<file path="config.mk">
export PLATFORM = sky130hd
export DESIGN_NAME = tmr8_timer
export DESIGN_NICKNAME = d
export VERILOG_FILES = /design/src/include/tmr8_pkg.sv /design/src/core/tmr8_timer.sv /design/src/core/tmr8_prescaler.sv /design/src/core/tmr8_wavegen.sv
export VERILOG_INCLUDE_DIRS = /design/src /design/src/include
export SDC_FILE = /design/constraint.sdc
export NUM_CORES = 1
export LEC_CHECK = 0
export BUFFER_PORTS_ARGS = -buffer_cell sky130_fd_sc_hd__buf_2
export CORE_MARGIN = 2
export CORE_UTILIZATION = 55
export DETAILED_ROUTE_END_ITERATION = 7
export PLACE_DENSITY_LB_ADDON = 0.15
export SYNTH_ARGS = -nofsm -noshare
export SYNTH_HDL_FRONTEND = slang
export SYNTH_SLANG_ARGS = --single-unit
</file>
<file path="constraint.sdc">
create_clock -name mclk -period 2.1 [get_ports mclk]
set_input_delay 0.21 -clock mclk [delete_from_list [all_inputs] [get_ports mclk]]
set_output_delay 0.21 -clock mclk [all_outputs]
set_load 0.05 [all_outputs]
</file>
<file path="src/include/tmr8_params.svh">
// constants for the eight-bit timer: offsets, fields, resets, modes
`ifndef TMR8_PARAMS_SVH
`define TMR8_PARAMS_SVH

// ****************************************************************
// register offsets
// ****************************************************************
`define TMR8_OFS_CTRL_A   4'h0
`define TMR8_OFS_CTRL_B   4'h1
`define TMR8_OFS_COUNT    4'h2
`define TMR8_OFS_CMP_A    4'h3
`define TMR8_OFS_CMP_B    4'h4
`define TMR8_OFS_FLAGS    4'h5
`define TMR8_OFS_ASYNC    4'h6
`define TMR8_OFS_DIR      4'h7
`define TMR8_OFS_ACK      4'h8

// ****************************************************************
// field positions
// ****************************************************************
`define TMR8_A_WGM_LO     1:0
`define TMR8_A_COMB       5:4
`define TMR8_A_COMA       7:6
`define TMR8_B_CS         2:0
`define TMR8_B_WGM2       3
`define TMR8_F_OVF        0
`define TMR8_F_CMPA       1
`define TMR8_F_CMPB       2

// ****************************************************************
// reset values and waveform mode codes
// ****************************************************************
`define TMR8_RST_BYTE     8'h00
`define TMR8_MAX          8'hFF
`define TMR8_BOTTOM       8'h00
`define TMR8_WGM_NORMAL   3'h0
`define TMR8_WGM_CLR_MATCH 3'h2
`define TMR8_WGM_FAST_FF  3'h3
`define TMR8_WGM_FAST_OCA 3'h7

// prescaler: ten bits reach division by 1024
`define TMR8_PRE_BITS     10

`endif

</file>
<file path="src/include/tmr8_pkg.sv">
// types shared by the eight-bit timer files
package tmr8_pkg;

	// compare output mode codes
	typedef enum logic [1:0] {
		TMR8_COM_OFF    = 2'b00,
		TMR8_COM_TOGGLE = 2'b01,
		TMR8_COM_CLEAR  = 2'b10,
		TMR8_COM_SET    = 2'b11
	} tmr8_com_t;

	// register bus request
	typedef struct packed {
		logic [3:0] addr;
		logic [7:0] wdata;
		logic       wr;
		logic       rd;
	} tmr8_bus_t;

	// counter events for one tick
	typedef struct packed {
		logic at_top;
		logic wrap;
		logic match_a;
		logic match_b;
	} tmr8_evt_t;

endpackage : tmr8_pkg

</file>
<file path="src/core/tmr8_timer.sv">
// eight-bit timer top: registers, counter unit, flags, two compare channels
//
// Chosen here: strobed register access and the address map.
`timescale 1ns/1ps
`default_nettype none
`include "tmr8_params.svh"

// Functional notes
// [RULE1] tick comes from io clock unless async select picks oscillator pin
// [RULE2] each tick clears, increments or decrements counter per mode; the counter here only clears or increments, never decrements
// [RULE3] clock select zero stops ticks; cpu still reads and writes counter
// [RULE4] cpu counter write beats simultaneous clear or count
// [RULE5] only waveform mode field steers the count sequence
// [RULE6] normal mode counts up only, wraps 0xFF to 0x00
// [RULE7] normal mode sets overflow flag as counter becomes zero; never clears
// [RULE8] overflow flag clears when its interrupt executes
// [RULE9] clear-on-match mode clears counter the tick after it equals compare A
// [RULE10] clear-on-match compare writes unbuffered; below count means wrap first
// [RULE11] clear-on-match raises compare A flag at top
// [RULE12] clear-on-match toggle mode flips output each match
// [RULE13] output reaches pin only while direction is output
// [RULE14] prescaler offers 1, 8, 32, 64, 128, 256, 1024
// [RULE15] clear-on-match sets overflow flag on wrap from max to zero
// [RULE16] fast pwm sets overflow flag when counter reaches top
// [RULE17] fast pwm mode two non-inverted, three inverted
// [RULE18] fast pwm top is 0xFF in mode 3, compare A in mode 7
// [RULE19] fast pwm sets at match, clears at top to bottom (inverted swaps)
// [RULE20] top at max gives 256-tick period
// [RULE21] compare bottom gives spike, compare max gives constant level
// [RULE22] fast pwm toggle mode flips on match, buffering still on
// [RULE23] compare double buffered in pwm, loaded at bottom; direct otherwise
// [RULE24] match sets flag next tick; cleared by interrupt ack or writing one
// [RULE25] counter write blocks compare matches during the next tick
// [RULE26] nonzero clock codes map to fixed taps for both sources
module tmr8_timer
	import tmr8_pkg::*;
#(
	parameter int PRE_BITS = `TMR8_PRE_BITS
) (
	input  wire logic       mclk,
	input  wire logic       rst,
	input  wire logic [3:0] addr,
	input  wire logic [7:0] wdata,
	input  wire logic       wr,
	input  wire logic       rd,
	output logic      [7:0] rdata,
	input  wire logic       osc_pin_in,
	output logic            osc_pin_out,
	output logic            compare_a_output,
	output logic            compare_a_oe,
	output logic            compare_b_output,
	output logic            compare_b_oe,
	output logic            overflow_flag,
	output logic            compare_a_flag
);

	initial begin
		if (PRE_BITS < 10 || PRE_BITS > 16) $error("PRE_BITS out of range");
	end

	// ****************************************************************
	// register bus decode
	// ****************************************************************
	tmr8_bus_t bus;
	assign bus = '{addr: addr, wdata: wdata, wr: wr, rd: rd};

	logic [7:0] timer_control_a;
	logic [7:0] timer_control_b;
	logic [7:0] counter_value;
	logic [7:0] compare_a_buf;
	logic [7:0] compare_b_buf;
	logic [7:0] compare_a_value;
	logic [7:0] compare_b_value;
	logic       compare_b_flag;
	logic       async_clock_select;
	logic [1:0] pin_dir;
	logic       block_next;

	wire w_ctrl_a = bus.wr && bus.addr == `TMR8_OFS_CTRL_A;
	wire w_ctrl_b = bus.wr && bus.addr == `TMR8_OFS_CTRL_B;
	wire w_count  = bus.wr && bus.addr == `TMR8_OFS_COUNT;
	wire w_cmp_a  = bus.wr && bus.addr == `TMR8_OFS_CMP_A;
	wire w_cmp_b  = bus.wr && bus.addr == `TMR8_OFS_CMP_B;
	wire w_flags  = bus.wr && bus.addr == `TMR8_OFS_FLAGS;
	wire w_async  = bus.wr && bus.addr == `TMR8_OFS_ASYNC;
	wire w_dir    = bus.wr && bus.addr == `TMR8_OFS_DIR;
	wire w_ack    = bus.wr && bus.addr == `TMR8_OFS_ACK;

	// ****************************************************************
	// mode decode
	// ****************************************************************
	wire [2:0] waveform_mode_field = {timer_control_b[`TMR8_B_WGM2],
	                                  timer_control_a[`TMR8_A_WGM_LO]};
	wire       mode_clr  = waveform_mode_field == `TMR8_WGM_CLR_MATCH;
	wire       mode_fast = waveform_mode_field == `TMR8_WGM_FAST_FF ||
	                       waveform_mode_field == `TMR8_WGM_FAST_OCA;
	// pwm codes are 3 and 7; other codes except clear-on-match (2) count like normal mode
	wire       pwm_mode  = mode_fast;

	// ****************************************************************
	// tick
	// ****************************************************************
	logic timer_tick;

	tmr8_prescaler #(
		.PRE_BITS (PRE_BITS)
	) u_pre (
		.mclk               (mclk),
		.rst                (rst),
		.async_clock_select (async_clock_select),
		.osc_pin_in         (osc_pin_in),
		.clock_select_field (timer_control_b[`TMR8_B_CS]),
		.timer_tick         (timer_tick)
	);

	// oscillator drive is not modelled; pin held low
	assign osc_pin_out = 1'b0;

	// ****************************************************************
	// counter unit
	// ****************************************************************
	wire [7:0] top_value = (waveform_mode_field == `TMR8_WGM_FAST_OCA || mode_clr)
	                       ? compare_a_value : `TMR8_MAX;                // see [RULE18]
	wire       at_top    = counter_value == top_value;
	// clear-on-match clears only on an unblocked a match, so a counter write skips it
	wire       clr_top   = ((mode_clr && !block_next) || mode_fast) && at_top; // see [RULE9]
	wire       at_max    = counter_value == `TMR8_MAX;

	tmr8_evt_t evt;
	assign evt.at_top  = at_top;
	assign evt.wrap    = clr_top || at_max;                              // see [RULE6]
	assign evt.match_a = counter_value == compare_a_value && !block_next; // see [RULE25]
	assign evt.match_b = counter_value == compare_b_value && !block_next;

	// up-only sequence for the modes built; field alone picks it
	wire [7:0] next_count = w_count ? bus.wdata :                        // see [RULE4]
	                        !timer_tick ? counter_value :               // see [RULE3]
	                        evt.wrap ? `TMR8_BOTTOM :                    // see [RULE2] see [RULE5]
	                        8'(counter_value + 8'h01);

	// counter write arms blocking until the next tick completes
	wire next_block = w_count ? 1'b1 : (timer_tick ? 1'b0 : block_next);

	always_ff @(posedge mclk or posedge rst) begin
		if (rst) begin
			counter_value <= `TMR8_RST_BYTE;
			block_next    <= 1'b0;
		end else begin
			counter_value <= next_count;
			block_next    <= next_block;
		end
	end

	// ****************************************************************
	// compare registers
	// ****************************************************************
	// pwm loads the active value at bottom; other modes write through
	wire load_cmp = pwm_mode ? (timer_tick && evt.wrap) : 1'b1;          // see [RULE23]

	always_ff @(posedge mclk or posedge rst) begin
		if (rst) begin
			compare_a_buf   <= `TMR8_RST_BYTE;
			compare_b_buf   <= `TMR8_RST_BYTE;
		end else begin
			if (w_cmp_a) compare_a_buf <= bus.wdata;
			if (w_cmp_b) compare_b_buf <= bus.wdata;
		end
	end

	wire [7:0] next_cmp_a = (!pwm_mode && w_cmp_a) ? bus.wdata :         // see [RULE10]
	                        load_cmp ? compare_a_buf : compare_a_value;
	wire [7:0] next_cmp_b = (!pwm_mode && w_cmp_b) ? bus.wdata :
	                        load_cmp ? compare_b_buf : compare_b_value;

	always_ff @(posedge mclk or posedge rst) begin
		if (rst) begin
			compare_a_value <= `TMR8_RST_BYTE;
			compare_b_value <= `TMR8_RST_BYTE;
		end else begin
			compare_a_value <= next_cmp_a;
			compare_b_value <= next_cmp_b;
		end
	end

	// ****************************************************************
	// control registers
	// ****************************************************************
	always_ff @(posedge mclk or posedge rst) begin
		if (rst) begin
			timer_control_a    <= `TMR8_RST_BYTE;
			timer_control_b    <= `TMR8_RST_BYTE;
			async_clock_select <= 1'b0;
			pin_dir            <= 2'b00;
		end else begin
			if (w_ctrl_a) timer_control_a <= bus.wdata;
			if (w_ctrl_b) timer_control_b <= {4'h0, bus.wdata[3:0]};
			if (w_async) async_clock_select <= bus.wdata[0];
			if (w_dir) pin_dir <= bus.wdata[1:0];
		end
	end

	// ****************************************************************
	// flags
	// ****************************************************************
	// overflow: normal/ctc on wrap from max to zero, fast pwm on reaching top
	wire ovf_set = timer_tick && (mode_fast ? (counter_value == 8'(top_value - 8'h01))
	                                        : at_max);                  // see [RULE7] see [RULE15]
	// flags land with the tick after the match is seen
	wire cma_set = timer_tick && evt.match_a;                            // see [RULE11] see [RULE24]
	wire cmb_set = timer_tick && evt.match_b;
	wire ovf_clr = (w_flags && bus.wdata[`TMR8_F_OVF]) ||
	               (w_ack && bus.wdata[`TMR8_F_OVF]);                    // see [RULE8]
	wire cma_clr = (w_flags || w_ack) && bus.wdata[`TMR8_F_CMPA];
	wire cmb_clr = (w_flags || w_ack) && bus.wdata[`TMR8_F_CMPB];

	// set wins over a clear in the same cycle
	always_ff @(posedge mclk or posedge rst) begin
		if (rst) begin
			overflow_flag  <= 1'b0;
			compare_a_flag <= 1'b0;
			compare_b_flag <= 1'b0;
		end else begin
			overflow_flag  <= ovf_set | (overflow_flag & ~ovf_clr);      // see [RULE16]
			compare_a_flag <= cma_set | (compare_a_flag & ~cma_clr);
			compare_b_flag <= cmb_set | (compare_b_flag & ~cmb_clr);
		end
	end

	// ****************************************************************
	// compare outputs
	// ****************************************************************
	// extremes fall out naturally: bottom gives a one-tick spike, max a flat level
	tmr8_wavegen u_wave_a (                                              // see [RULE20] see [RULE21]
		.mclk       (mclk),
		.rst        (rst),
		.tick       (timer_tick),
		.pwm_mode   (pwm_mode),
		.match      (evt.match_a),
		.wrap       (evt.wrap),
		.mode       (tmr8_com_t'(timer_control_a[`TMR8_A_COMA])),
		.pin_is_out (pin_dir[0]),
		.level      (),
		.pin_out    (compare_a_output),
		.pin_oe     (compare_a_oe)
	);

	tmr8_wavegen u_wave_b (
		.mclk       (mclk),
		.rst        (rst),
		.tick       (timer_tick),
		.pwm_mode   (pwm_mode),
		.match      (evt.match_b),
		.wrap       (evt.wrap),
		.mode       (tmr8_com_t'(timer_control_a[`TMR8_A_COMB])),
		.pin_is_out (pin_dir[1]),
		.level      (),
		.pin_out    (compare_b_output),
		.pin_oe     (compare_b_oe)
	);

	// ****************************************************************
	// read path
	// ****************************************************************
	// buffered values read back in pwm so software sees what it wrote
	wire [7:0] rd_mux =
		(bus.addr == `TMR8_OFS_CTRL_A) ? timer_control_a :
		(bus.addr == `TMR8_OFS_CTRL_B) ? timer_control_b :
		(bus.addr == `TMR8_OFS_COUNT)  ? counter_value :
		(bus.addr == `TMR8_OFS_CMP_A)  ? compare_a_buf :
		(bus.addr == `TMR8_OFS_CMP_B)  ? compare_b_buf :
		(bus.addr == `TMR8_OFS_FLAGS)  ? {5'h00, compare_b_flag, compare_a_flag, overflow_flag} :
		(bus.addr == `TMR8_OFS_ASYNC)  ? {7'h00, async_clock_select} :
		(bus.addr == `TMR8_OFS_DIR)    ? {6'h00, pin_dir} : 8'h00;

	always_ff @(posedge mclk or posedge rst) begin
		if (rst) rdata <= 8'h00;
		else rdata <= bus.rd ? rd_mux : 8'h00;
	end

	// ****************************************************************
	// checks
	// ****************************************************************
	cpu_write_wins_a: assert property (@(posedge mclk) disable iff (rst) // see [RULE4]
		w_count |=> counter_value == $past(wdata))
		else $error("counter write lost");

	stopped_hold_a: assert property (@(posedge mclk) disable iff (rst) // see [RULE3]
		(timer_control_b[2:0] == 3'd0 && !w_count) |=> $stable(counter_value))
		else $error("counter moved while stopped");

	normal_wrap_a: assert property (@(posedge mclk) disable iff (rst) // see [RULE6]
		(waveform_mode_field == 3'd0 && timer_tick && counter_value == 8'hFF && !w_count)
		|=> counter_value == 8'h00 && overflow_flag)
		else $error("normal wrap wrong");

	clr_match_a: assert property (@(posedge mclk) disable iff (rst) // see [RULE9]
		(mode_clr && timer_tick && counter_value == compare_a_value && !block_next && !w_count)
		|=> counter_value == 8'h00)
		else $error("clear on match missed");

	count_step_a: assert property (@(posedge mclk) disable iff (rst) // see [RULE2]
		(timer_tick && !evt.wrap && !w_count)
		|=> counter_value == 8'($past(counter_value) + 8'h01))
		else $error("count step wrong");

	match_flag_a: assert property (@(posedge mclk) disable iff (rst) // see [RULE24]
		(timer_tick && evt.match_a) |=> compare_a_flag)
		else $error("compare flag not set");

	block_match_a: assert property (@(posedge mclk) disable iff (rst) // see [RULE25]
		(w_count && !compare_a_flag) ##1 (!timer_tick && !w_ack && !w_flags)
		|=> !compare_a_flag)
		else $error("match not blocked");

	pin_gate_a: assert property (@(posedge mclk) disable iff (rst) // see [RULE13]
		!pin_dir[0] |-> !compare_a_oe)
		else $error("pin driven as input");

	toggle_clr_a: assert property (@(posedge mclk) disable iff (rst) // see [RULE12]
		(mode_clr && timer_control_a[7:6] == 2'b01 && timer_tick && evt.match_a && !w_ctrl_a)
		|=> compare_a_output != $past(compare_a_output))
		else $error("toggle missed");

	// only software may drop the overflow flag
	ovf_hold_a: assert property (@(posedge mclk) disable iff (rst) // see [RULE7]
		(overflow_flag && !w_flags && !w_ack) |=> overflow_flag)
		else $error("overflow flag dropped by counting");

	fast_ovf_a: assert property (@(posedge mclk) disable iff (rst) // see [RULE16]
		(mode_fast && timer_tick && !w_count && 8'(counter_value + 8'h01) == top_value)
		|=> overflow_flag)
		else $error("overflow not set on reaching top");

	pwm_clear_a: assert property (@(posedge mclk) disable iff (rst) // see [RULE19]
		(mode_fast && timer_control_a[7:6] == 2'h2 && timer_tick && evt.wrap && !evt.match_a)
		|=> !compare_a_output)
		else $error("pwm output not cleared at bottom");

	pwm_buffer_a: assert property (@(posedge mclk) disable iff (rst) // see [RULE23]
		(pwm_mode && !(timer_tick && evt.wrap)) |=> $stable(compare_a_value))
		else $error("active compare changed mid period");

endmodule : tmr8_timer

`default_nettype wire

</file>
<file path="src/core/tmr8_prescaler.sv">
// tick generator: source select, prescaler taps, stop on code zero
`timescale 1ns/1ps
`default_nettype none

module tmr8_prescaler
	import tmr8_pkg::*;
#(
	parameter int PRE_BITS = 10
) (
	input  wire logic       mclk,
	input  wire logic       rst,
	input  wire logic       async_clock_select,
	input  wire logic       osc_pin_in,
	input  wire logic [2:0] clock_select_field,
	output logic            timer_tick
);

	initial begin
		if (PRE_BITS < 10) $error("prescaler needs ten bits for 1024");
	end

	logic [PRE_BITS-1:0] div;
	logic                osc_q;
	wire                 osc_rise;
	wire                 src_en;
	wire  [PRE_BITS-1:0] next_div;
	wire                 tap;

	// oscillator pin taken as synchronous; one source pulse per rising edge
	assign osc_rise = osc_pin_in & ~osc_q;
	assign src_en   = async_clock_select ? osc_rise : 1'b1;
	assign next_div = src_en ? div + 1'b1 : div;

	// ****************************************************************
	// divider
	// ****************************************************************
	// one counter serves both sources, so taps match either way
	always_ff @(posedge mclk or posedge rst) begin
		if (rst) begin
			div   <= '0;
			osc_q <= 1'b0;
		end else begin
			div   <= next_div;
			osc_q <= osc_pin_in;
		end
	end

	// tap reaches all-ones right before rollover: one pulse per period
	assign tap = (clock_select_field == 3'd1) ? 1'b1 :                  // see [RULE26]
	             (clock_select_field == 3'd2) ? &div[2:0] :             // see [RULE14]
	             (clock_select_field == 3'd3) ? &div[4:0] :
	             (clock_select_field == 3'd4) ? &div[5:0] :
	             (clock_select_field == 3'd5) ? &div[6:0] :
	             (clock_select_field == 3'd6) ? &div[7:0] :
	             (clock_select_field == 3'd7) ? &div[9:0] : 1'b0;       // see [RULE3]

	// tick only when the source advanced; code zero stops all ticks
	assign timer_tick = src_en & tap;                                    // see [RULE1]

endmodule : tmr8_prescaler

`default_nettype wire

</file>
<file path="src/core/tmr8_wavegen.sv">
// compare output level generator for one channel
`timescale 1ns/1ps
`default_nettype none

module tmr8_wavegen
	import tmr8_pkg::*;
(
	input  wire logic      mclk,
	input  wire logic      rst,
	input  wire logic      tick,
	input  wire logic      pwm_mode,
	input  wire logic      match,
	input  wire logic      wrap,
	input  wire tmr8_com_t mode,
	input  wire logic      pin_is_out,
	output logic           level,
	output logic           pin_out,
	output logic           pin_oe
);

	logic next_level;

	// next level per mode; match wins over the wrap reset in pwm
	always_comb begin
		next_level = level;
		if (tick) begin
			unique case (mode)
				TMR8_COM_OFF: next_level = level;
				TMR8_COM_TOGGLE: begin
					if (match) next_level = ~level;                      // see [RULE12] see [RULE22]
				end
				TMR8_COM_CLEAR: begin
					if (pwm_mode && match) next_level = 1'b1;           // see [RULE17] see [RULE19]
					else if (pwm_mode && wrap) next_level = 1'b0;
					else if (match) next_level = 1'b0;
				end
				TMR8_COM_SET: begin
					if (pwm_mode && match) next_level = 1'b0;           // see [RULE19]
					else if (pwm_mode && wrap) next_level = 1'b1;
					else if (match) next_level = 1'b1;
				end
			endcase
		end
	end

	// ****************************************************************
	// output register
	// ****************************************************************
	always_ff @(posedge mclk or posedge rst) begin
		if (rst) level <= 1'b0;
		else level <= next_level;
	end

	// pin shows the level only while set as output
	assign pin_oe  = pin_is_out & (mode != TMR8_COM_OFF);               // see [RULE13]
	assign pin_out = level;

endmodule : tmr8_wavegen

`default_nettype wire

</file>
==> impl_metrics.py, run 1 <==
metrics = {
    "clock_network": {
        "clockBufferDepth": 2,
        "htree_levels": 3,
        "cts.sinks": 80,
        "path_clk_slew_ps": 90,
        "cts_root_buf": "clkbuf_8",
        "cts_buffers": 9,
        "tritoncts": "done",
        "clock_latency_ps": 360,
    },
    "sta": {
        "fin_crit_ps": 2320,
        "max_freq_mhz": 431,
        "final.setup_skew_ps": 8.26,
        "finalCritPeriodShare_pct": 110,
        "slew_headroom_pct": 46.1,
        "finalWorstSetupSlack_ps": -219,
        "hold_viol": 0,
        "drv_slew": 0,
        "setup_viol": 26,
        "tightest_slew_ps": 803,
        "rsz0062_at_grt": "true",
    },
    "place": {
        "gp_congestion": 0.910,
        "dp_cells": 690,
        "io_buffers": 30,
        "dp_hpwl_um": 9900,
    },
    "global_routing": {
        "antenna_found_initial": 0,
        "grt_pass1_vias": 4254,
        "grt_max_degree": 34,
        "grt_pass1_wl_um": 22000,
        "gr-total-overflow": 0,
        "track_usage_pct": 29.5,
    },
    "setup_path": {
        "crit_slowest_cell": "o41a_1",
        "end_kind": "register",
        "endpoint": "u_wave_b.level$_DFFE_PP0P_",
        "arrival_ps": 2560,
        "reg2reg_depth": 10,
        "crit_family": "compound AO/OA/AOI/OAI gates",
        "criticalPathCategory": "reg -> reg",
        "startpoint_type": "register",
        "crit_chain": "ha_2, and3_4, ha_4, nand2b_4, a21oi_2, o22ai_2, nand2_2, buf_6, o41a_1, a311o_1",
        "cp_max_fo": 5,
        "critPathBufInv": 1,
        "required_ps": 2340,
        "cp.depth": 10,
        "worstReg2RegEnd": "u_wave_b.level$_DFFE_PP0P_",
        "rrSetupSlack_ps": -220,
        "startpoint": "u_pre.div[1]$_DFFE_PP0P_",
        "r2r-start": "u_pre.div[1]$_DFFE_PP0P_",
        "critPathMaxStageDelay_ps": 400,
    },
    "synth": {
        "ys_seq_elements": 80,
        "synth_area_leaders": "dfrtp_1, mux2i_1, mux2_2, nand2_1, xnor2_1",
        "ys_seq_area_share_pct": 41.5,
        "synth_ff_type": "dfrtp_1",
        "synth_top_area_share_pct": 41.5,
        "syn_inst": 506,
        "postSynth.asyncResetShare_pct": 100,
        "synth_cell_types": 71,
        "yosysMostFrequentCell": "dfrtp_1",
        "yosys.area.top_type": "dfrtp_1",
        "synthesis.area_um2": 4830,
        "yosysWarnings": 0,
        "synth_edf_count": 0,
        "synthTopCellsByCount": "dfrtp_1, nand2_1, mux2i_1, o21ai_0, inv_1",
        "syn_nets": 527,
        "synth_area_per_cell_um2": 9.54,
    },
    "drt": {
        "wl_met1_um": 5990,
        "remaining_drc_errors": 0,
        "viasPerCell": 6.09,
        "met3_length_um": 938,
        "vias": 4380,
        "drt-total-wl_um": 14000,
        "wl_per_cell_um": 19.4,
        "dr.max_layer_used": "met4",
        "first_iter_violations": 418,
        "first_pass_iters": 7,
        "drtAntennaViolNets": 0,
        "wl_met2_um": 6530,
    },
    "power_and_ir_drop": {
        "vdd_drop_max_v": 0.000562,
        "cellPowerDensity_nw_per_um2": 1060,
        "leakagePower_uw": 0.00282,
        "power_uw": 6490,
    },
    "outcome": {
        "violations": "negative setup slack",
        "run_status": "finished with violations",
    },
    "layout": {
        "fin_cells": 719,
        "area_growth_syn_to_layout_pct": 26.5,
        "n_antenna_cell": 0,
        "layout-drive-gt1-share_pct": 35.0,
        "final_nets": 627,
    },
    "floorplanning": {
        "rows": 34,
        "ios": 32,
        "die_w_um": 97.7,
        "die_area_um2": 9540,
        "fp.dieH_um": 97.7,
        "start_util_pct": 56.2,
        "core-area_um2": 8590,
    },
    "hold_path": {
        "hold_path_depth": 2,
        "min_path_type": "in -> reg",
    },
    "job": {
        "maxCapViolations": 0,
    },
}
[how the worst min path moves through the flow]
stage	to	start	slack, ps
global placement	u_pre.div[0]$_DFFE_PP0P_	rst	220
CTS	timer_control_b[2]$_DFFE_PP0P_	wdata[2]	110
floorplan	u_pre.osc_q$_DFF_PP0_	osc_pin_in	240
finish	timer_control_b[2]$_DFFE_PP0P_	wdata[2]	110
detailed placement	u_pre.div[0]$_DFFE_PP0P_	rst	230
global route	timer_control_b[2]$_DFFE_PP0P_	wdata[2]	120
[metal layers]
metal | vias up | global-route usage [%]
met1 | 2151 | 41.4
met3 | 42 | 4.32
li1 | 1993 | -
met5 | - | 0
met4 | 0 | 12.7
met2 | 194 | 45.8
[flip-flops by register name, summed over array words and instances, names as in the netlist]
register / count
compare_b_flag: 1
compare_b_buf: 8
overflow_flag: 1
pin_dir: 2
compare_b_value: 8
u_wave_b.level: 1
rdata: 8
timer_control_b: 4
u_pre.osc_q: 1
block_next: 1
compare_a_value: 8
counter_value: 8
u_wave_a.level: 1
compare_a_flag: 1
timer_control_a: 8
compare_a_buf: 8
async_clock_select: 1
u_pre.div: 10
[area by class of cell]
cell class	count	area (um2)
well taps	108	135
fillers	653	2490
clock buffers	10	138
multi-input cells	364	2750
flip-flops and latches	80	2010
repair buffers	121	881
clock inverters	6	75.1
inverters	30	116
[timing repair]
item / 4_1_cts / 5_1_grt
endpoints found under the hold margin: 16 / 0
setup buffers: 7 / 4
resized for setup: 22 / 34
pin swaps: 16 / 28
cloned: 1 / 0
hold buffers: 2 / 0
setup endpoints to repair: 26 / 29
[power breakdown]
| part | switching, uW | internal, uW | total, uW |
|---|---|---|---|
| registers | 480 | 1920 | 2400 |
| clock network | 620 | 598 | 1220 |
| logic | 1440 | 1430 | 2870 |
[cell families after synthesis]
group / count (synthesis) / share of synthesized area (%)
buffers and inverters: 62 / 6.07
adder cells (fa/ha/maj): 4 / 1.04
AND/OR/NAND/NOR: 162 / 17.6
other: 1 / 0.0777
flip-flops: 80 / 41.5
AO/OA/AOI/OAI: 109 / 15.3
multiplexers: 58 / 12.9
XOR/XNOR: 30 / 5.60
[per-stage QoR]
stage                     util [%]  TNS, ps  cell area (um2)  hold slack, ps  setup WS (ps)
final                         71.1    -4200             6110             112           -219
after global routing          71.1    -6580             6110             122           -298
after CTS                     69.1    -3070             5940             113           -235
after detailed placement      64.5    -3480             5550             235           -208
after global placement        64.5    -2730             5550             224           -280
after floorplan                  -     -871             4840             241           -117
[layout by cell type, fill, tap and decap left out, types with 3 or more instances in the layout]
master,synthesis,final
a31oi_1,8,8
buf_4,5,80
xor2_1,10,9
inv_1,30,29
a222oi_1,5,5
nor3_1,7,6
mux2_2,23,23
nor2b_1,7,7
dfrtp_2,0,4
a21oi_4,1,3
dfrtp_1,80,76
o21ai_1,2,3
nor2_1,26,26
buf_6,3,8
a21oi_1,26,18
nand2b_1,6,5
mux2i_1,34,34
clkbuf_8,0,10
a32oi_1,6,5
o21ai_0,31,29
nand2_1,51,49
o31ai_1,3,3
and2_1,6,5
or3_1,5,4
nand3_1,18,18
and3_1,7,5
o21a_1,3,3
or2_2,5,4
nor3_4,1,3
nand4_1,4,4
buf_2,3,30
a21oi_2,0,6
xnor2_1,19,15
xnor2_2,1,4
Note: power is estimated with default switching activity, not from simulation.
==> run 2, diff against run 1 <==
--- a/config.mk
+++ b/config.mk
@@ -6,10 +6,10 @@
 export SDC_FILE = /design/constraint.sdc
 export NUM_CORES = 1
 export LEC_CHECK = 0
-export BUFFER_PORTS_ARGS = -buffer_cell sky130_fd_sc_hd__buf_2
 export CORE_MARGIN = 2
-export CORE_UTILIZATION = 55
+export CORE_UTILIZATION = 58
 export DETAILED_ROUTE_END_ITERATION = 7
+export DONT_BUFFER_PORTS = 1
 export PLACE_DENSITY_LB_ADDON = 0.15
 export SYNTH_ARGS = -nofsm -noshare
 export SYNTH_HDL_FRONTEND = slang
==> constraint.sdc (replaced) <==
create_clock -name mclk -period 2.1 [get_ports mclk]
set_input_delay 0.525 -clock mclk [delete_from_list [all_inputs] [get_ports mclk]]
set_output_delay 0.525 -clock mclk [all_outputs]
set_load 0.05 [all_outputs]
==> run 2 against run 1 <==
Compared with the run above: the flow still finishes with violations (negative setup slack); die area shrank 5.0%; utilization grew 1.9 points; power grew 1.6%; clock power grew 6%; critical endpoint unchanged; non-clock buffer count shrank 35; sequential cell count is the same; sequential share of layout area grew 1.0 points; highest routed layer unchanged; sequential power grew 3%.
==> impl_metrics.py, run 2 (same netlist as run 1, synthesis figures left out) <==
metrics = {
    "drt": {
        "drtAntennaViolNets": 0,
        "first_pass_iters": 8,
        "first_iter_violations": 538,
        "wl_per_cell_um": 21.0,
        "vias": 4251,
        "remaining_drc_errors": 0,
        "viasPerCell": 6.24,
        "drt-total-wl_um": 14300,
    },
    "power_and_ir_drop": {
        "p_sw_uw": 2550,
        "power_switching_share_pct": 38.6,
        "comb_power_share_pct": 43.0,
        "cellPowerDensity_nw_per_um2": 1110,
        "power.share.sequential_pct": 37.4,
        "clkPwrFrac_pct": 19.6,
        "vdd_drop_max_v": 0.000685,
        "leakagePower_uw": 0.00266,
        "intPower_uw": 4050,
        "power_uw": 6600,
    },
    "clock_network": {
        "htree_levels": 3,
        "ctsHoldBuffers": 0,
        "cts_buffers": 9,
        "path_clk_slew_ps": 90,
        "clock_latency_ps": 360,
        "tritoncts": "done",
        "clockBufferDepth": 2,
        "cts.sinks": 80,
        "cts_root_buf": "clkbuf_8",
    },
    "sta": {
        "tightest_slew_ps": 857,
        "max_freq_mhz": 420,
        "slew_headroom_pct": 42.4,
        "fin_tns_setup_ps": -3640,
        "drv_slew": 0,
        "setup_viol": 26,
        "fin_crit_ps": 2380,
        "finalWorstSetupSlack_ps": -278,
        "rsz0062_at_grt": "true",
        "hold_viol": 0,
        "finalCritPeriodShare_pct": 113,
        "final.setup_skew_ps": 7.59,
    },
    "layout": {
        "layout_common_cells": "dfrtp_1, buf_4, nand2_1, mux2i_1, o21ai_0",
        "largest_reg_flops": 10,
        "area_growth_syn_to_layout_pct": 23.0,
        "final_nets": 592,
        "layout-drive-gt1-share_pct": 31.1,
        "n_antenna_cell": 0,
        "final_common_cell": "dfrtp_1",
        "regMostFlops": "u_pre.div",
    },
    "setup_path": {
        "startpoint_type": "register",
        "criticalPathCategory": "reg -> reg",
        "arrival_ps": 2620,
        "cp_max_fo": 5,
        "required_ps": 2340,
        "end_kind": "register",
    },
    "place": {
        "dp_hpwl_um": 10100,
        "io_buffers": 0,
        "pre_cts_ws_ps": -292,
        "gp_congestion": 0.924,
    },
    "hold_path": {
        "min_path_type": "in -> async",
    },
    "job": {
        "maxCapViolations": 0,
    },
    "floorplanning": {
        "rows": 33,
        "die_w_um": 95.2,
        "core-area_um2": 8130,
        "ios": 32,
        "start_util_pct": 59.3,
        "fp.dieH_um": 95.2,
        "die_area_um2": 9070,
    },
    "global_routing": {
        "grt_max_degree": 81,
        "antenna_found_initial": 0,
        "grt_pass1_vias": 4087,
        "gr-total-overflow": 0,
        "track_usage_pct": 33.5,
        "grt_pass1_wl_um": 22400,
    },
    "outcome": {
        "violations": "negative setup slack",
        "run_status": "finished with violations",
    },
}
==> run 2: cell count changes in the layout (fill, tap and decap cells not counted), moves of 3 or more <==
cell and delta:
a21oi_1 +5, a21oi_2 -4, buf_2 -30, buf_4 -8, dfrtp_1 -3, dfrtp_2 +3
==> run 2: through the flow <==
stage	cells	util, %	area (um2)	hold WS (ps)
final	681	73.0	5940	147
after global routing	681	73.0	5940	172
after CTS	678	71.7	5830	167
after detailed placement	656	66.7	5420	466
after global placement	656	66.7	5420	459
after floorplan	506	-	4890	438
==> run 2: routing by layer <==
| metal | track usage [%] | part of all wire, % | vias up |
|---|---|---|---|
| li1 | - | - | 1924 |
| met1 | 47.4 | 41 | 2084 |
| met2 | 52.0 | 48 | 204 |
| met3 | 6.25 | 7.5 | 39 |
| met4 | 11.6 | 2.7 | 0 |
| met5 | 0 | 0 | - |
==> run 2: worst max-delay path, cell delays in order, from the launching register on <==
cell	delay, ps
dfrtp_1	370
ha_2	210
and3_4	210
ha_4	130
nand2b_4	120
a21oi_2	50
o22ai_2	240
nand2_2	100
buf_6	150
o41a_1	400
a311o_1	280
==> run 2: cell type report <==
class                      instances  area, um2
clock inverter                     6       92.6
multi-input combinational        364       2720
fill                             574       2200
clock buffer                      10        128
tap                              105        131
timing repair buffer              86        738
sequential                        80       2010
inverter                          30        116
==> run 2: path summary, 6_finish.rpt <==
kind | startpoint | endpoint | slack (ps) | cells after the start
worst min-delay path | rst | timer_control_a[2]$_DFFE_PP0P_ | 150 | 2
min in group mclk | osc_pin_in | u_pre.osc_q$_DFF_PP0_ | 190 | 0
max in group asynchronous | rst | counter_value[7]$_DFFE_PP0P_ | 1610 | 2
worst max-delay path | u_pre.div[0]$_DFFE_PP0P_ | u_wave_b.level$_DFFE_PP0P_ | -280 | 10
worst min register to register | u_pre.div[7]$_DFFE_PP0P_ | u_pre.div[7]$_DFFE_PP0P_ | 480 | 1
worst max register to register | u_pre.div[0]$_DFFE_PP0P_ | u_wave_b.level$_DFFE_PP0P_ | -280 | 10
==> run 2: timing repair <==
item | CTS | global route
gates resized for setup | 37 | 15
endpoints found under the setup margin | 26 | 28
buffers inserted | 6 | 3
gates cloned | 1 | 1
endpoints found under the hold margin | 0 | 0
pin swaps | 12 | 13
==> run 2: power groups by stage <==
stage	logic (uW)	registers, uW	clock network (uW)
finish	2840	2460	1290
detailed placement	2520	2430	0
CTS	2720	2440	1290
global route	3060	2510	1360
global placement	2450	2420	0
floorplan	1710	2240	0
==> run 3, diff against run 2 <==
--- a/config.mk
+++ b/config.mk
@@ -11,6 +11,7 @@
 export DETAILED_ROUTE_END_ITERATION = 7
 export DONT_BUFFER_PORTS = 1
 export PLACE_DENSITY_LB_ADDON = 0.15
+export REMOVE_ABC_BUFFERS = 1
 export SYNTH_ARGS = -nofsm -noshare
 export SYNTH_HDL_FRONTEND = slang
 export SYNTH_SLANG_ARGS = --single-unit
==> run 3 against run 2 <==
Compared with the run above: the run still ends with negative setup slack left; first-iteration DRC count shrank 17%; critical endpoint unchanged; die area did not move; critical path depth rose by 1; utilization rose by 0.92 points; sequential share of layout area down 0.46 points; cell count decreased by 0.29%; sequential power barely moved; worst setup slack better by 54 ps; final area grew 1.3%; fmax increased by 2.3%.
==> impl_metrics.py, run 3 (same netlist as run 1, synthesis figures left out) <==
metrics = {
    "drt": {
        "first_iter_violations": 445,
        "wl_per_cell_um": 20.8,
        "first_pass_iters": 7,
        "remaining_drc_errors": 0,
        "drtAntennaViolNets": 0,
        "viasPerCell": 6.34,
        "vias": 4305,
        "drt-total-wl_um": 14100,
    },
    "place": {
        "dp_cells": 658,
        "io_buffers": 0,
        "gp_congestion": 0.921,
        "pre_cts_ws_ps": -327,
        "dp_hpwl_um": 9850,
    },
    "global_routing": {
        "antenna_found_initial": 0,
        "grt_max_degree": 30,
        "grt_pass1_vias": 4091,
        "track_usage_pct": 31.7,
        "grt_pass1_wl_um": 21500,
        "gr-total-overflow": 0,
    },
    "setup_path": {
        "crit_slowest_cell": "dfrtp_1",
        "crit_family": "compound AO/OA/AOI/OAI gates",
        "cp_max_fo": 7,
        "arrival_ps": 2580,
        "required_ps": 2350,
        "startpoint_type": "register",
        "crit_chain": "ha_4, buf_6, ha_2, and3b_2, a21oi_4, o22ai_4, nand2_1, buf_6, o31a_1, o41a_1, a311o_1",
        "end_kind": "register",
        "critPathMaxStageDelay_ps": 410,
        "path_common_cell": "buf_6",
        "critPathBufInv": 2,
        "criticalPathCategory": "reg -> reg",
    },
    "sta": {
        "drv_slew": 0,
        "hold_viol": 0,
        "max_freq_mhz": 430,
        "slew_headroom_pct": 37.3,
        "setup_viol": 25,
        "tightest_slew_ps": 934,
        "rsz0062_at_grt": "true",
        "final.setup_skew_ps": 11.0,
        "finalCritPeriodShare_pct": 111,
        "holdWs_ps": 15.0,
        "fin_crit_ps": 2320,
        "finalWorstSetupSlack_ps": -225,
    },
    "layout": {
        "n_antenna_cell": 0,
        "regMostFlops": "u_pre.div",
        "final_nets": 591,
        "layout-drive-gt1-share_pct": 31.0,
        "layout_common_cells": "dfrtp_1, buf_4, nand2_1, mux2i_1, o21ai_0",
        "final_common_cell": "dfrtp_1",
        "area_growth_syn_to_layout_pct": 24.6,
        "final_util_pct": 73.9,
        "largest_reg_flops": 10,
        "fin_cells": 679,
    },
    "clock_network": {
        "clock_latency_ps": 370,
        "cts.sinks": 80,
        "clockBufferDepth": 2,
        "path_clk_slew_ps": 90,
        "cts_root_buf": "clkbuf_8",
        "cts_buffers": 9,
        "tritoncts": "done",
        "htree_levels": 3,
    },
    "power_and_ir_drop": {
        "clkPwrFrac_pct": 22.3,
        "leakagePower_uw": 0.00269,
        "power_switching_share_pct": 36.8,
        "intPower_uw": 4290,
        "cellPowerDensity_nw_per_um2": 1130,
        "p_sw_uw": 2500,
        "power.share.sequential_pct": 36.1,
        "vdd_drop_max_v": 0.000717,
        "comb_power_share_pct": 41.5,
    },
    "floorplanning": {
        "fp.dieH_um": 95.2,
        "core-area_um2": 8130,
        "rows": 33,
        "start_util_pct": 59.3,
        "ios": 32,
        "die_w_um": 95.2,
        "die_area_um2": 9070,
    },
    "outcome": {
        "violations": "negative setup slack",
        "run_status": "finished with violations",
    },
    "hold_path": {
        "min_path_type": "in -> async",
    },
    "job": {
        "maxCapViolations": 0,
    },
}
-- run 3: cell count changes in the layout (fill, tap and decap cells not counted), sizes merged --
cell and delta:
buf -1, bufinv +2, clkinvlp -2, inv -1
-- run 3: stage by stage --
stage | cell area, um2 | total power, uW | setup TNS, ps
floorplan | 4650 | 3780 | -53510
global placement | 5420 | 4800 | -1990
detailed placement | 5420 | 4870 | -3730
CTS | 5840 | 6540 | -1670
global route | 6010 | 7120 | -6660
finish | 6010 | 6800 | -4080
-- run 3: worst paths after layout --
kind                                           from                            to  slack (ps)  depth (start not counted)
min in group mclk                        osc_pin_in         u_pre.osc_q$_DFF_PP0_         190                          0
setup reg to reg           u_pre.div[1]$_DFFE_PP0P_    u_wave_b.level$_DFFE_PP0P_        -220                         11
max in group asynchronous                       rst       overflow_flag$_DFF_PP0_        1450                          2
hold reg to reg            u_pre.div[9]$_DFFE_PP0P_      u_pre.div[9]$_DFFE_PP0P_         480                          1
hold / removal                                  rst  compare_b_buf[5]$_DFFE_PP0P_          20                          1
setup / recovery           u_pre.div[1]$_DFFE_PP0P_    u_wave_b.level$_DFFE_PP0P_        -220                         11
-- run 3: layout make-up --
cell class / instances / area [um2]
inverters: 30 / 114
clock buffers: 10 / 138
well taps: 105 / 131
repair buffers: 85 / 731
multi-input cells: 364 / 2760
flip-flops and latches: 80 / 2010
fillers: 542 / 2120
clock inverters: 5 / 129
-- run 3: routing by layer --
metal | global-route usage [%] | part of all wire (%) | up-vias
li1 | - | - | 1917
met1 | 42.1 | 40 | 2109
met2 | 50.2 | 49 | 239
met3 | 6.40 | 8.4 | 40
met4 | 13.9 | 2.7 | 0
met5 | 0 | 0 | -
-- run 3: power groups by stage --
stage	Combinational [uW]	Sequential (uW)	Clock, uW
after floorplan	1390	2390	0
after global placement	2410	2390	0
after detailed placement	2460	2410	0
after CTS	2620	2400	1520
after global routing	3040	2500	1580
final	2820	2450	1520
-- run 3: repair_timing --
item / 4_1_cts / 5_1_grt
resized for setup: 32 / 26
hold buffers: 0 / 0
pin swaps: 14 / 18
setup endpoints to repair: 26 / 28
setup buffers: 4 / 2
gates cloned: 0 / 1
